`src/power_save_regs.svh`:
```
// Constants for the power-save mode controller
// Assumes inclusion from the package and design files by bare name
`ifndef POWER_SAVE_REGS_SVH
`define POWER_SAVE_REGS_SVH
// Operand of the power-save instruction
`define PSAV_OP_SLEEP       1'b0
`define PSAV_OP_IDLE        1'b1
// Unlock key values and their width
`define UNLOCK_KEY_W        8
`define UNLOCK_KEY1         8'h55
`define UNLOCK_KEY2         8'haa
// Cycles the unlock stays open after the second key
`define UNLOCK_WIN          4'h5
// Wake-cause field positions
`define WAKE_POR            0
`define WAKE_MASTER_CLEAR_RESET_PIN           1
`define WAKE_RTC            2
`define WAKE_INT0           3
`define WAKE_DEEP_SLEEP_WATCHDOG          4
`define WAKE_ULTRA_LOW_POWER_WAKEUP          5
`define WAKE_W              6
`define WAKE_RESET          6'h00
`endif

```
`src/power_save_pkg.sv`:
```
// Types shared by the power-save mode controller
// Assumes the constants header is on the include path
`include "power_save_regs.svh"
package power_save_pkg;
	// Power state of the core
	typedef enum logic [1:0] {
		ST_RUN,
		ST_IDLE,
		ST_SLEEP,
		ST_DEEP
	} pwr_state_e;
	// Deep-sleep wake sources
	typedef struct packed {
		logic ulp_wakeup;
		logic ds_watchdog;
		logic ext_int0;
		logic calendar_alarm;
		logic master_clear;
		logic power_on;
	} wake_src_s;
	// Clock and oscillator controls
	typedef struct packed {
		logic cpu_clk_en;
		logic sys_clk_en;
		logic periph_clk_en;
		logic low_power_rc_oscillator_en;
		logic calendar_clk_en;
	} clk_ctl_s;
endpackage

```
`src/unlock_seq.sv`:
```
// Two-key unlock detector gating set writes to the deep-sleep arm bit; clears are not gated
// Assumes key writes come from the core on the same clock
`timescale 1ns/1ps
`include "power_save_regs.svh"
module unlock_seq (
	input  wire logic                     clk,
	input  wire logic                     reset_n,
	input  wire logic                     key_wr,
	input  wire logic [`UNLOCK_KEY_W-1:0] key_data,
	input  wire logic                     consume,
	output logic                          unlocked
);
	logic       got1_reg;   // First key seen
	logic       got1_next;
	logic [3:0] win_reg;    // Open-window count
	logic [3:0] win_next;

	////////////////////////////////////////////////////////////
	// Next state of the key matcher
	always_comb begin
		got1_next = got1_reg;
		win_next  = win_reg;
		if (win_reg != 4'h0) begin
			win_next = win_reg - 4'h1;
		end
		if (consume) begin
			win_next = 4'h0;
		end
		if (key_wr) begin
			if (got1_reg && key_data == `UNLOCK_KEY2) begin
				win_next  = `UNLOCK_WIN;
				got1_next = 1'b0;
			end else begin
				got1_next = (key_data == `UNLOCK_KEY1);
			end
		end
	end

	// Register the matcher
	always_ff @(posedge clk or negedge reset_n) begin
		if (!reset_n) begin
			got1_reg <= 1'b0;
			win_reg  <= 4'h0;
		end else begin
			got1_reg <= got1_next;
			win_reg  <= win_next;
		end
	end

	assign unlocked = (win_reg != 4'h0);
endmodule // unlock_seq

```
`src/power_save_mode_control.sv`:
```
// Power-save mode controller: Idle, Sleep and Deep Sleep sequencing
// Assumes core strobes are on clk; wake pins are asynchronous
//
// Function
// - Idle halts CPU, system clock keeps running
// - Idle entry clears the general watchdog count
// - Peripherals run in Idle unless disabled
// - Watchdog or clock monitor keeps LOW_POWER_RC_OSCILLATOR on
// - Idle exits on interrupt, reset, watchdog timeout
// - Wake regates CPU clock, resumes immediately
// - Interrupt during instruction pends, then wakes from Idle or Sleep
// - Deep Sleep exits on six listed sources
// - Calendar clock keeps counting in Deep Sleep
// - Separate deep-sleep brown-out and watchdog
// - Deep Sleep needs unlocked arm bit, sleep
// - Arm bit clears on Deep Sleep exit
// - Arm bit set clears wake-cause register
`timescale 1ns/1ps
`include "power_save_regs.svh"
module power_save_mode_control (
	input  wire logic                     clk,
	input  wire logic                     reset_n,
	input  wire logic                     psav_exec,
	input  wire logic                     psav_operand,
	input  wire logic                     irq_pending,
	input  wire logic                     wdt_timeout,
	input  wire logic                     wdt_enable,
	input  wire logic                     fail_safe_clock_monitor_enable,
	input  wire logic                     periph_disable,
	input  wire logic                     key_wr,
	input  wire logic [`UNLOCK_KEY_W-1:0] key_data,
	input  wire logic                     arm_set_req,
	input  wire logic                     arm_clr_req,
	input  wire logic                     power_on_event,
	input  wire logic                     master_clear_reset_pin_pin,
	input  wire logic                     calendar_alarm_pin,
	input  wire logic                     ext_int0_pin,
	input  wire logic                     ds_watchdog_timeout,
	input  wire logic                     ulp_wakeup_pin,
	input  wire logic                     ds_brownout_enable,
	input  wire logic                     ds_watchdog_enable,
	output power_save_pkg::clk_ctl_s      clk_ctl,
	output logic                          wdt_clear,
	output logic                          resume_pulse,
	output logic                          deep_sleep_arm_bit,
	output power_save_pkg::wake_src_s     deep_sleep_wake_cause,
	output power_save_pkg::pwr_state_e    pwr_state,
	output logic                          ds_brownout_active,
	output logic                          ds_watchdog_active
);
	////////////////////////////////////////////////////////////
	// Synchronise asynchronous wake pins (two flops each)
	power_save_pkg::wake_src_s  pin_raw;    // Raw wake pins
	power_save_pkg::wake_src_s  sync1_reg;  // First stage
	power_save_pkg::wake_src_s  sync2_reg;  // Second stage
	assign pin_raw = '{ulp_wakeup:     ulp_wakeup_pin,
	                   ds_watchdog:    ds_watchdog_timeout,
	                   ext_int0:       ext_int0_pin,
	                   calendar_alarm: calendar_alarm_pin,
	                   master_clear:   master_clear_reset_pin_pin,
	                   power_on:       power_on_event};

	// Synchroniser flops
	always_ff @(posedge clk or negedge reset_n) begin
		if (!reset_n) begin
			sync1_reg <= '0;
			sync2_reg <= '0;
		end else begin
			sync1_reg <= pin_raw;
			sync2_reg <= sync1_reg;
		end
	end

	////////////////////////////////////////////////////////////
	// Unlock gate for the arm bit
	logic unlocked;     // Arm-bit write window open
	logic arm_take;     // Arm bit write accepted
	assign arm_take = arm_set_req && unlocked;

	unlock_seq u_unlock (
		.clk      (clk),
		.reset_n  (reset_n),
		.key_wr   (key_wr),
		.key_data (key_data),
		.consume  (arm_take),
		.unlocked (unlocked)
	);

	////////////////////////////////////////////////////////////
	// Power state machine
	power_save_pkg::pwr_state_e state_reg;   // Current mode
	power_save_pkg::pwr_state_e state_next;
	logic                       arm_reg;     // Deep-sleep arm bit
	logic                       arm_next;
	power_save_pkg::wake_src_s  cause_reg;   // Wake-cause flags
	power_save_pkg::wake_src_s  cause_next;
	logic                       wdtc_reg;    // Watchdog clear pulse
	logic                       wdtc_next;
	logic                       res_reg;     // Resume pulse
	logic                       res_next;
	logic                       ds_wake;     // Any deep-sleep exit source

	assign ds_wake = |sync2_reg;

	// Next-state logic
	always_comb begin
		state_next = state_reg;
		arm_next   = arm_reg;
		cause_next = cause_reg;
		wdtc_next  = 1'b0;
		res_next   = 1'b0;
		// Software arm and disarm; only software arms
		if (arm_take) begin
			arm_next   = 1'b1;
			cause_next = '0;
		end else if (arm_clr_req) begin
			arm_next = 1'b0;
		end
		unique case (state_reg)
			power_save_pkg::ST_RUN: begin
				// Operand latched at execution
				if (psav_exec) begin
					if (psav_operand == `PSAV_OP_IDLE) begin
						state_next = power_save_pkg::ST_IDLE;
						wdtc_next  = 1'b1;
					end else if (arm_reg) begin
						state_next = power_save_pkg::ST_DEEP;
					end else begin
						state_next = power_save_pkg::ST_SLEEP;
					end
				end
			end
			power_save_pkg::ST_IDLE, power_save_pkg::ST_SLEEP: begin
				// Coincident interrupt still pending wakes here
				if (irq_pending || wdt_timeout) begin
					state_next = power_save_pkg::ST_RUN;
					res_next   = 1'b1;
				end
			end
			power_save_pkg::ST_DEEP: begin
				if (ds_wake) begin
					state_next = power_save_pkg::ST_RUN;
					res_next   = 1'b1;
					arm_next   = 1'b0;
					cause_next = cause_reg | sync2_reg;
				end
			end
		endcase
	end

	// State registers
	always_ff @(posedge clk or negedge reset_n) begin
		if (!reset_n) begin
			state_reg <= power_save_pkg::ST_RUN;
			arm_reg   <= 1'b0;
			cause_reg <= `WAKE_RESET;
			wdtc_reg  <= 1'b0;
			res_reg   <= 1'b0;
		end else begin
			state_reg <= state_next;
			arm_reg   <= arm_next;
			cause_reg <= cause_next;
			wdtc_reg  <= wdtc_next;
			res_reg   <= res_next;
		end
	end

	////////////////////////////////////////////////////////////
	// Clock controls from the mode
	always_comb begin
		clk_ctl.cpu_clk_en      = (state_reg == power_save_pkg::ST_RUN);
		clk_ctl.sys_clk_en      = (state_reg == power_save_pkg::ST_RUN) ||
		                          (state_reg == power_save_pkg::ST_IDLE);
		clk_ctl.periph_clk_en   = clk_ctl.sys_clk_en && !periph_disable;
		clk_ctl.low_power_rc_oscillator_en         = wdt_enable || fail_safe_clock_monitor_enable;
		clk_ctl.calendar_clk_en = 1'b1;
	end

	assign wdt_clear             = wdtc_reg;
	assign resume_pulse          = res_reg;
	assign deep_sleep_arm_bit    = arm_reg;
	assign deep_sleep_wake_cause = cause_reg;
	assign pwr_state             = state_reg;
	// Deep-sleep monitors independent of the standard ones
	assign ds_brownout_active    = ds_brownout_enable && (state_reg == power_save_pkg::ST_DEEP);
	assign ds_watchdog_active    = ds_watchdog_enable && (state_reg == power_save_pkg::ST_DEEP);
endmodule // power_save_mode_control

```
`config.mk`:
```
export PLATFORM = sky130hd
export DESIGN_NAME = power_save_mode_control
export DESIGN_NICKNAME = d
export VERILOG_FILES = /design/src/power_save_pkg.sv /design/src/unlock_seq.sv /design/src/power_save_mode_control.sv
export VERILOG_INCLUDE_DIRS = /design/src
export SDC_FILE = /design/constraint.sdc
export NUM_CORES = 1
export LEC_CHECK = 0
export ABC_AREA = 0
export BUFFER_PORTS_ARGS = -buffer_cell sky130_fd_sc_hd__buf_2
export CAP_MARGIN = 15
export CORE_AREA = 5 5 56 58
export DETAILED_ROUTE_END_ITERATION = 16
export DIE_AREA = 0 0 61 63
export PLACE_DENSITY = 0.86
export SLEW_MARGIN = 20
export SYNTH_ARGS = -nofsm -noshare
export SYNTH_HDL_FRONTEND = slang
export SYNTH_SLANG_ARGS = --single-unit
```
`constraint.sdc`:
```
create_clock -name clk -period 2.1 [get_ports clk]
set_clock_uncertainty 0.05 [all_clocks]
set_input_delay 0.21 -clock clk [delete_from_list [all_inputs] [get_ports clk]]
set_output_delay 0.21 -clock clk [all_outputs]
set_load 0.005 [all_outputs]
```
==> run summary, run 1 <==
Fmax achieved: 521.8 MHz
Area of the multi-input gates: 422.9 um2
Routed vias: 948
CP endpoint kind: primary output
Fin area: 0.001538 mm2
Worst-Skew Late Latency: 0.32 ns
Relative slew slack: 61.11%
RD Place Congestion: 0.7816
ANT cells: 0
Vias in the first global route: 943
Area Overhead vs Synth: 32.43%
LEAKAGE: 0.0007903 uW
Crit Path Category: register to primary output
Commonest non-fill, non-tap cells in the layout: buf_2 (44), dfrtp_1 (28), a21oi_1 (8), nor2_1 (8), dlygate4sd3_1 (8)
Synth Register Bits: 28
CTS Buffer Depth: 2
Sequential Area: 700.7 um2
# rows: 19
Fillcell total: 212
Most common cell after layout, fill and taps aside: buf_2
Tot GR Track Use: 13.28%
Post-DR vias/cell: 5.043
Detailed placement HPWL: 1.833 mm
Number of CTS-inserted buffers: 3
CTS root buf: clkbuf_4
Final wirelength: 2.328 mm
Slew @ Worst Pin: 0.5833 ns
Tcrit/Tclk final: 91.26%
Fin util: 58.80%
Yosys synthesis warning count: 0
Hold WC Path Type: primary input to register
Syn Area/Cell: 11.27 um2
Data required time of the critical path: 1.84 ns
Die span in x: 61 um
Final #Nets: 190
H-tree depth: 1
Crit start category: register
CP Cell Sequence: inv_1, ha_1, or2_2, nor2b_1, buf_2
RSZ-0062 raised after global routing: false
Number of port buffers: 44
Final setup vio count: 0
Post-CTS Setup Repair Bufs: 0
Clock-pin slew on the worst setup and hold paths: 0.14 ns
Fin. max-slew vios: 0
Post_cts resized: 0
Clk sink count: 28
DIE AREA: 0.003843 mm2
Max-cap violations: 0
Initial antenna violation count: 0
Setup TNS: 0 ns
Core area: 0.002615 mm2
Residual DRC: 0
Power Total: 1750 uW
Status: complete, no violations
CTS tree: done
Top Ports: 46
PD cells: 1138 mW/mm2
ANT nets after route: 0
Worst vdd ir: 597.6 uV
Grt ovf: 0
Initial core utilization: 44.40%
Cell count after synthesis: 103
Layout cells sized above 1: 34.39%
DIE HEIGHT: 63 um
Largest net degree at the start of global routing: 29
Arr. time, crit path: 1.66 ns
Pre-antenna DRT Iters: 4
Worst path slowest cell: dfrtp_1
Final worst slack: 0.1836 ns
Synth Cell Area: 0.001161 mm2
Sequential fraction of the synthesis area: 60.34%
Pre-CTS setup slack: 0.4092 ns
First-pass GRT wire length: 3.857 mm
Min cycle time layout: 1.916 ns
Max FO, Critical Path: 7
Mapped Nets: 135
DRT iter0 DRCs: 22
Final-report hold violation count: 0
Critical path's largest stage delay: 0.43 ns
Routed WL per cell: 12.38 um
Placed cell area: 0.001405 mm2
Synth cell types: 26
CTS Hold Bufs: 8
cells in the mapped netlist (all sizes together):
library cell	instances	area share, %
nor2b	2	1.1
a21oi	8	3.4
o21ai	6	2.6
nand2b	3	1.6
nor2	9	3.1
nor3	7	3.0
or2	3	1.6
conb	1	0.32
buf	2	1.3
ha	4	4.3
nor3b	1	1.6
nand3	2	0.86
a211o	1	0.86
mux2i	2	1.7
a22oi	1	0.65
or3	1	0.54
dfrtp	28	60
and3	1	0.54
nor4	1	0.54
inv	6	1.9
nand2	6	1.9
xnor2	1	0.75
nor4bb	4	3.4
and2	2	1.1
and4	1	0.75
cells by family after synthesis:
logic type,after synthesis,synth area share (%)
simple gates,43,21.77
flops,28,60.34
compound gates,16,7.544
buf+inv,8,3.232
fa+ha+maj,4,4.311
mux,2,1.724
other cells,1,0.3230
xor+xnor,1,0.7544
layer usage:
metal | track usage [%] | part of all wire, % | vias up
met5 | 0 | 0 | -
met4 | 5.691 | 1.5 | 0
met3 | 2.893 | 12 | 5
met2 | 23.26 | 48 | 50
met1 | 14.85 | 38 | 438
li1 | - | - | 455
metrics by stage:
| stage | cells | hold slack [ns] |
|---|---|---|
| finish | 188 | 0.05260 |
| global route | 188 | 0.03108 |
| CTS | 188 | 0.02919 |
| detailed placement | 176 | 0.1981 |
| global placement | 176 | 0.1866 |
| floorplan | 103 | -0.1356 |
worst max-delay path, delay by kind of cell (launching register included):
kind	cells	cell delay [ns]
flops	1	0.43
simple gates	2	0.45
buf+inv	2	0.21
fa+ha+maj	1	0.26
power by group:
part	switching (uW)	leakage (uW)	internal [uW]	total [uW]
Sequential	104	0.000351	666	770
Combinational	319	0.000411	322	641
Clock	147	0.0000279	193	340
path summary, 6_finish.rpt:
kind                                      from                        to  slack, ns  cells after the start
max reg2reg                u_unlock.win_reg[0]  deep_sleep_wake_cause[3]       0.34                      6
min reg2reg                       sync1_reg[1]              sync2_reg[1]       0.31                      0
max in group asynchronous              reset_n       u_unlock.win_reg[2]       1.26                      2
min                                arm_set_req       u_unlock.win_reg[3]       0.05                      2
max                               pwr_state[0]                clk_ctl[2]       0.18                      5
min in group asynchronous              reset_n  deep_sleep_wake_cause[3]       0.36                      2
layout make-up:
cell class	instances	area share, %
well taps	31	2.522
clock inverters	1	1.953
inverters	6	1.465
clock buffers	3	1.465
flip-flops and latches	28	45.57
repair buffers	52	19.53
multi-input cells	67	27.50
Power figures use the tool's default switching activity.
==> run 2: changes to the inputs <==
--- a/config.mk
+++ b/config.mk
@@ -9,10 +9,12 @@
 export ABC_AREA = 0
 export BUFFER_PORTS_ARGS = -buffer_cell sky130_fd_sc_hd__buf_2
 export CAP_MARGIN = 15
-export CORE_AREA = 5 5 56 58
+export CELL_PAD_IN_SITES_DETAIL_PLACEMENT = 1
+export CELL_PAD_IN_SITES_GLOBAL_PLACEMENT = 1
+export CORE_AREA = 5 5 64 66
 export DETAILED_ROUTE_END_ITERATION = 16
-export DIE_AREA = 0 0 61 63
-export PLACE_DENSITY = 0.86
+export DIE_AREA = 0 0 69 71
+export PLACE_DENSITY = 0.85
 export SLEW_MARGIN = 20
 export SYNTH_ARGS = -nofsm -noshare
 export SYNTH_HDL_FRONTEND = slang
==> run 2 against run 1 <==
Against the previous run: routed wire length up 20%; highest routed layer unchanged; sequential cell count stayed put; combinational power grew 2%; non-clock buffer count decreased by 1; maximum frequency is 0.79% lower; sequential share of layout area is 0.33 points lower; power up 1.2%; largest power group unchanged; critical path depth unchanged; register-to-register slack worse by 0.02 ns.
==> run summary, run 2 (synthesis results as in run 1) <==
Status: complete, no violations
Crit start category: register
Number of CTS-inserted buffers: 3 (unchanged)
Hold endpoint: u_unlock.win_reg[3]
Critical path's largest stage delay: 0.42 ns (about the same)
Arr. time, crit path: 1.67 ns (about the same)
H-tree depth: 1 (unchanged)
Tcrit/Tclk final: 91.98% (+0.73 points)
Final setup vio count: 0 (unchanged)
Fin area: 0.001549 mm2 (+0.73%)
FF-to-FF setup slack: 0.32 ns (-0.02 ns)
CP Depth: 5 (unchanged)
Data required time of the critical path: 1.84 ns (about the same)
CTS tree: done
R2R depth: 6 (unchanged)
Worst vdd ir: 329.9 uV (-45%)
Die span in x: 69 um (+13%)
# rows: 22 (+3)
Slew @ Worst Pin: 0.6085 ns (+0.02518 ns)
Post-CTS Setup Repair Bufs: 0 (unchanged)
Post_cts resized: 0 (unchanged)
Initial core utilization: 32.95% (-11 points)
Startpoint of the worst hold path: arm_set_req
PD cells: 1143 mW/mm2 (+0.45%)
Fmax achieved: 517.7 MHz (-0.79%)
Routed WL per cell: 13.73 um (+11%)
Detailed placement HPWL: 2.277 mm (+24%)
Number of buffers and inverters on the critical path: 2 (unchanged)
Placed cell area: 0.001426 mm2 (+1.5%)
DR top layer: met4
First-pass GRT wire length: 4.671 mm (+21%)
DRT iter0 DRCs: 17 (-23%)
Final-report hold violation count: 0 (unchanged)
Clock-pin slew on the worst setup and hold paths: 0.14 ns (about the same)
Layout cells sized above 1: 34.62% (+0.22 points)
Met2 wire len: 1.437 mm (+30%)
Post-route insts no fill: 204 (+8.5%)
DIE HEIGHT: 71 um (+13%)
Hold WC Path Type: primary input to register
Clk sink count: 28 (unchanged)
Routed metal-1 wirelength: 1.126 mm (+26%)
Max FO, Critical Path: 7 (unchanged)
Routed met3 length: 227 um (-21%)
Crit Path Category: register to primary output
Fillcell total: 419 (+98%)
Worst r2r dst: deep_sleep_wake_cause[1]
DIE AREA: 0.004899 mm2 (+27%)
Grt ovf: 0 (unchanged)
Switching part of the total: 33.34% (+0.83 points)
Setup TNS: 0 ns (unchanged)
Combinational share of power: 36.8% (+0.2 points)
ANT cells: 0 (unchanged)
Vias in the first global route: 1,012 (+7.3%)
Core area: 0.003523 mm2 (+35%)
Net Sw Power: 590.5 uW (+3.8%)
ANT nets after route: 0 (unchanged)
RD Place Congestion: 0.7258 (-7.1%)
Residual DRC: 0 (unchanged)
Final #Nets: 189 (-0.53%)
CP Cell Sequence: inv_1, ha_1, or2_2, nor2b_1, buf_2
Power Total: 1771 uW (+1.2%)
Hold depth: 2 (unchanged)
Worst path slowest cell: dfrtp_1
Top Ports: 46 (unchanged)
Routed vias: 950 (+0.21%)
Relative slew slack: 59.43% (-1.7 points)
Min cycle time layout: 1.932 ns (+0.01527 ns)
Worst-Skew Late Latency: 0.33 ns (about the same)
Fin. max-slew vios: 0 (unchanged)
R2R Path Start: u_unlock.win_reg[0]
Most common cell after layout, fill and taps aside: buf_2
Power share of the clock group: 19.8% (+0.4 points)
Initial antenna violation count: 0 (unchanged)
Internal: 1181 uW (about the same)
Pre-antenna DRT Iters: 4 (unchanged)
Placed Instances: 193 (+9.7%)
Post-DR vias/cell: 4.657 (-7.6%)
Tot GR Track Use: 11.74% (-1.5 points)
RSZ-0062 raised after global routing: false
Final wirelength: 2.801 mm (+20%)
Number of port buffers: 44 (unchanged)
Largest net degree at the start of global routing: 29 (unchanged)
CTS Buffer Depth: 2 (unchanged)
Largest delay share family, worst path: simple AND/OR/NAND/NOR gates
CTS root buf: clkbuf_4
LEAKAGE: 0.0007861 uW (-0.53%)
Commonest non-fill, non-tap cells in the layout: buf_2 (44), dfrtp_1 (28), a21oi_1 (8), nor2_1 (8)
CP endpoint kind: primary output
Area Overhead vs Synth: 33.41%
Max-cap violations: 0 (unchanged)
Flop pwr share: 43.5% (-0.5 points)
==> run 2: cell count changes in the layout (fill, tap and decap cells not counted) <==
cell,change
dlygate4sd3_1,-1
==> run 2: final cells by class <==
cell class / count / area (um2) / area share (%)
clock buffers: 3 / 22.52 / 1.454
repair buffers: 51 / 290.3 / 18.74
multi-input cells: 67 / 422.9 / 27.30
inverters: 6 / 22.52 / 1.454
clock inverters: 1 / 30.03 / 1.939
flip-flops and latches: 28 / 700.7 / 45.23
well taps: 48 / 60.06 / 3.877
==> run 2: timing repair <==
item                                   in CTS  in global routing
setup endpoints to repair                   0                  0
hold buffers                                7                  0
endpoints found under the hold margin      34                  0
==> run 2: how the worst max path moves through the flow <==
stage / startpoint / to
after floorplan: u_unlock.win_reg[0] / deep_sleep_wake_cause[1]
after global placement: u_unlock.win_reg[0] / deep_sleep_wake_cause[1]
after detailed placement: u_unlock.win_reg[0] / deep_sleep_wake_cause[1]
after CTS: pwr_state[0] / clk_ctl[2]
after global routing: pwr_state[0] / clk_ctl[2]
final: pwr_state[0] / clk_ctl[2]
==> run 2: through the flow <==
| stage | worst slack, ns | hold slack (ns) | util [%] |
|---|---|---|---|
| floorplan | 0.6319 | -0.1356 | - |
| global placement | 0.5069 | 0.1940 | 40.48 |
| detailed placement | 0.3342 | 0.2158 | 40.48 |
| CTS | 0.1360 | 0.04317 | 43.96 |
| global route | 0.03677 | 0.03457 | 43.96 |
| finish | 0.1684 | 0.05777 | 43.96 |
==> run 2: power by group through the flow <==
stage / registers, uW / clock network (uW) / logic, uW
final: 770 / 350 / 651
after global routing: 789 / 393 / 741
after CTS: 771 / 362 / 672
after detailed placement: 783 / 0 / 658
after global placement: 771 / 0 / 604
after floorplan: 770 / 0 / 406
==> run 2: routing by layer <==
| metal | up-vias | global-route usage, % |
|---|---|---|
| li1 | 452 | - |
| met1 | 455 | 12.81 |
| met2 | 41 | 21.82 |
| met3 | 2 | 3.693 |
| met4 | 0 | 3.254 |
| met5 | - | 0 |
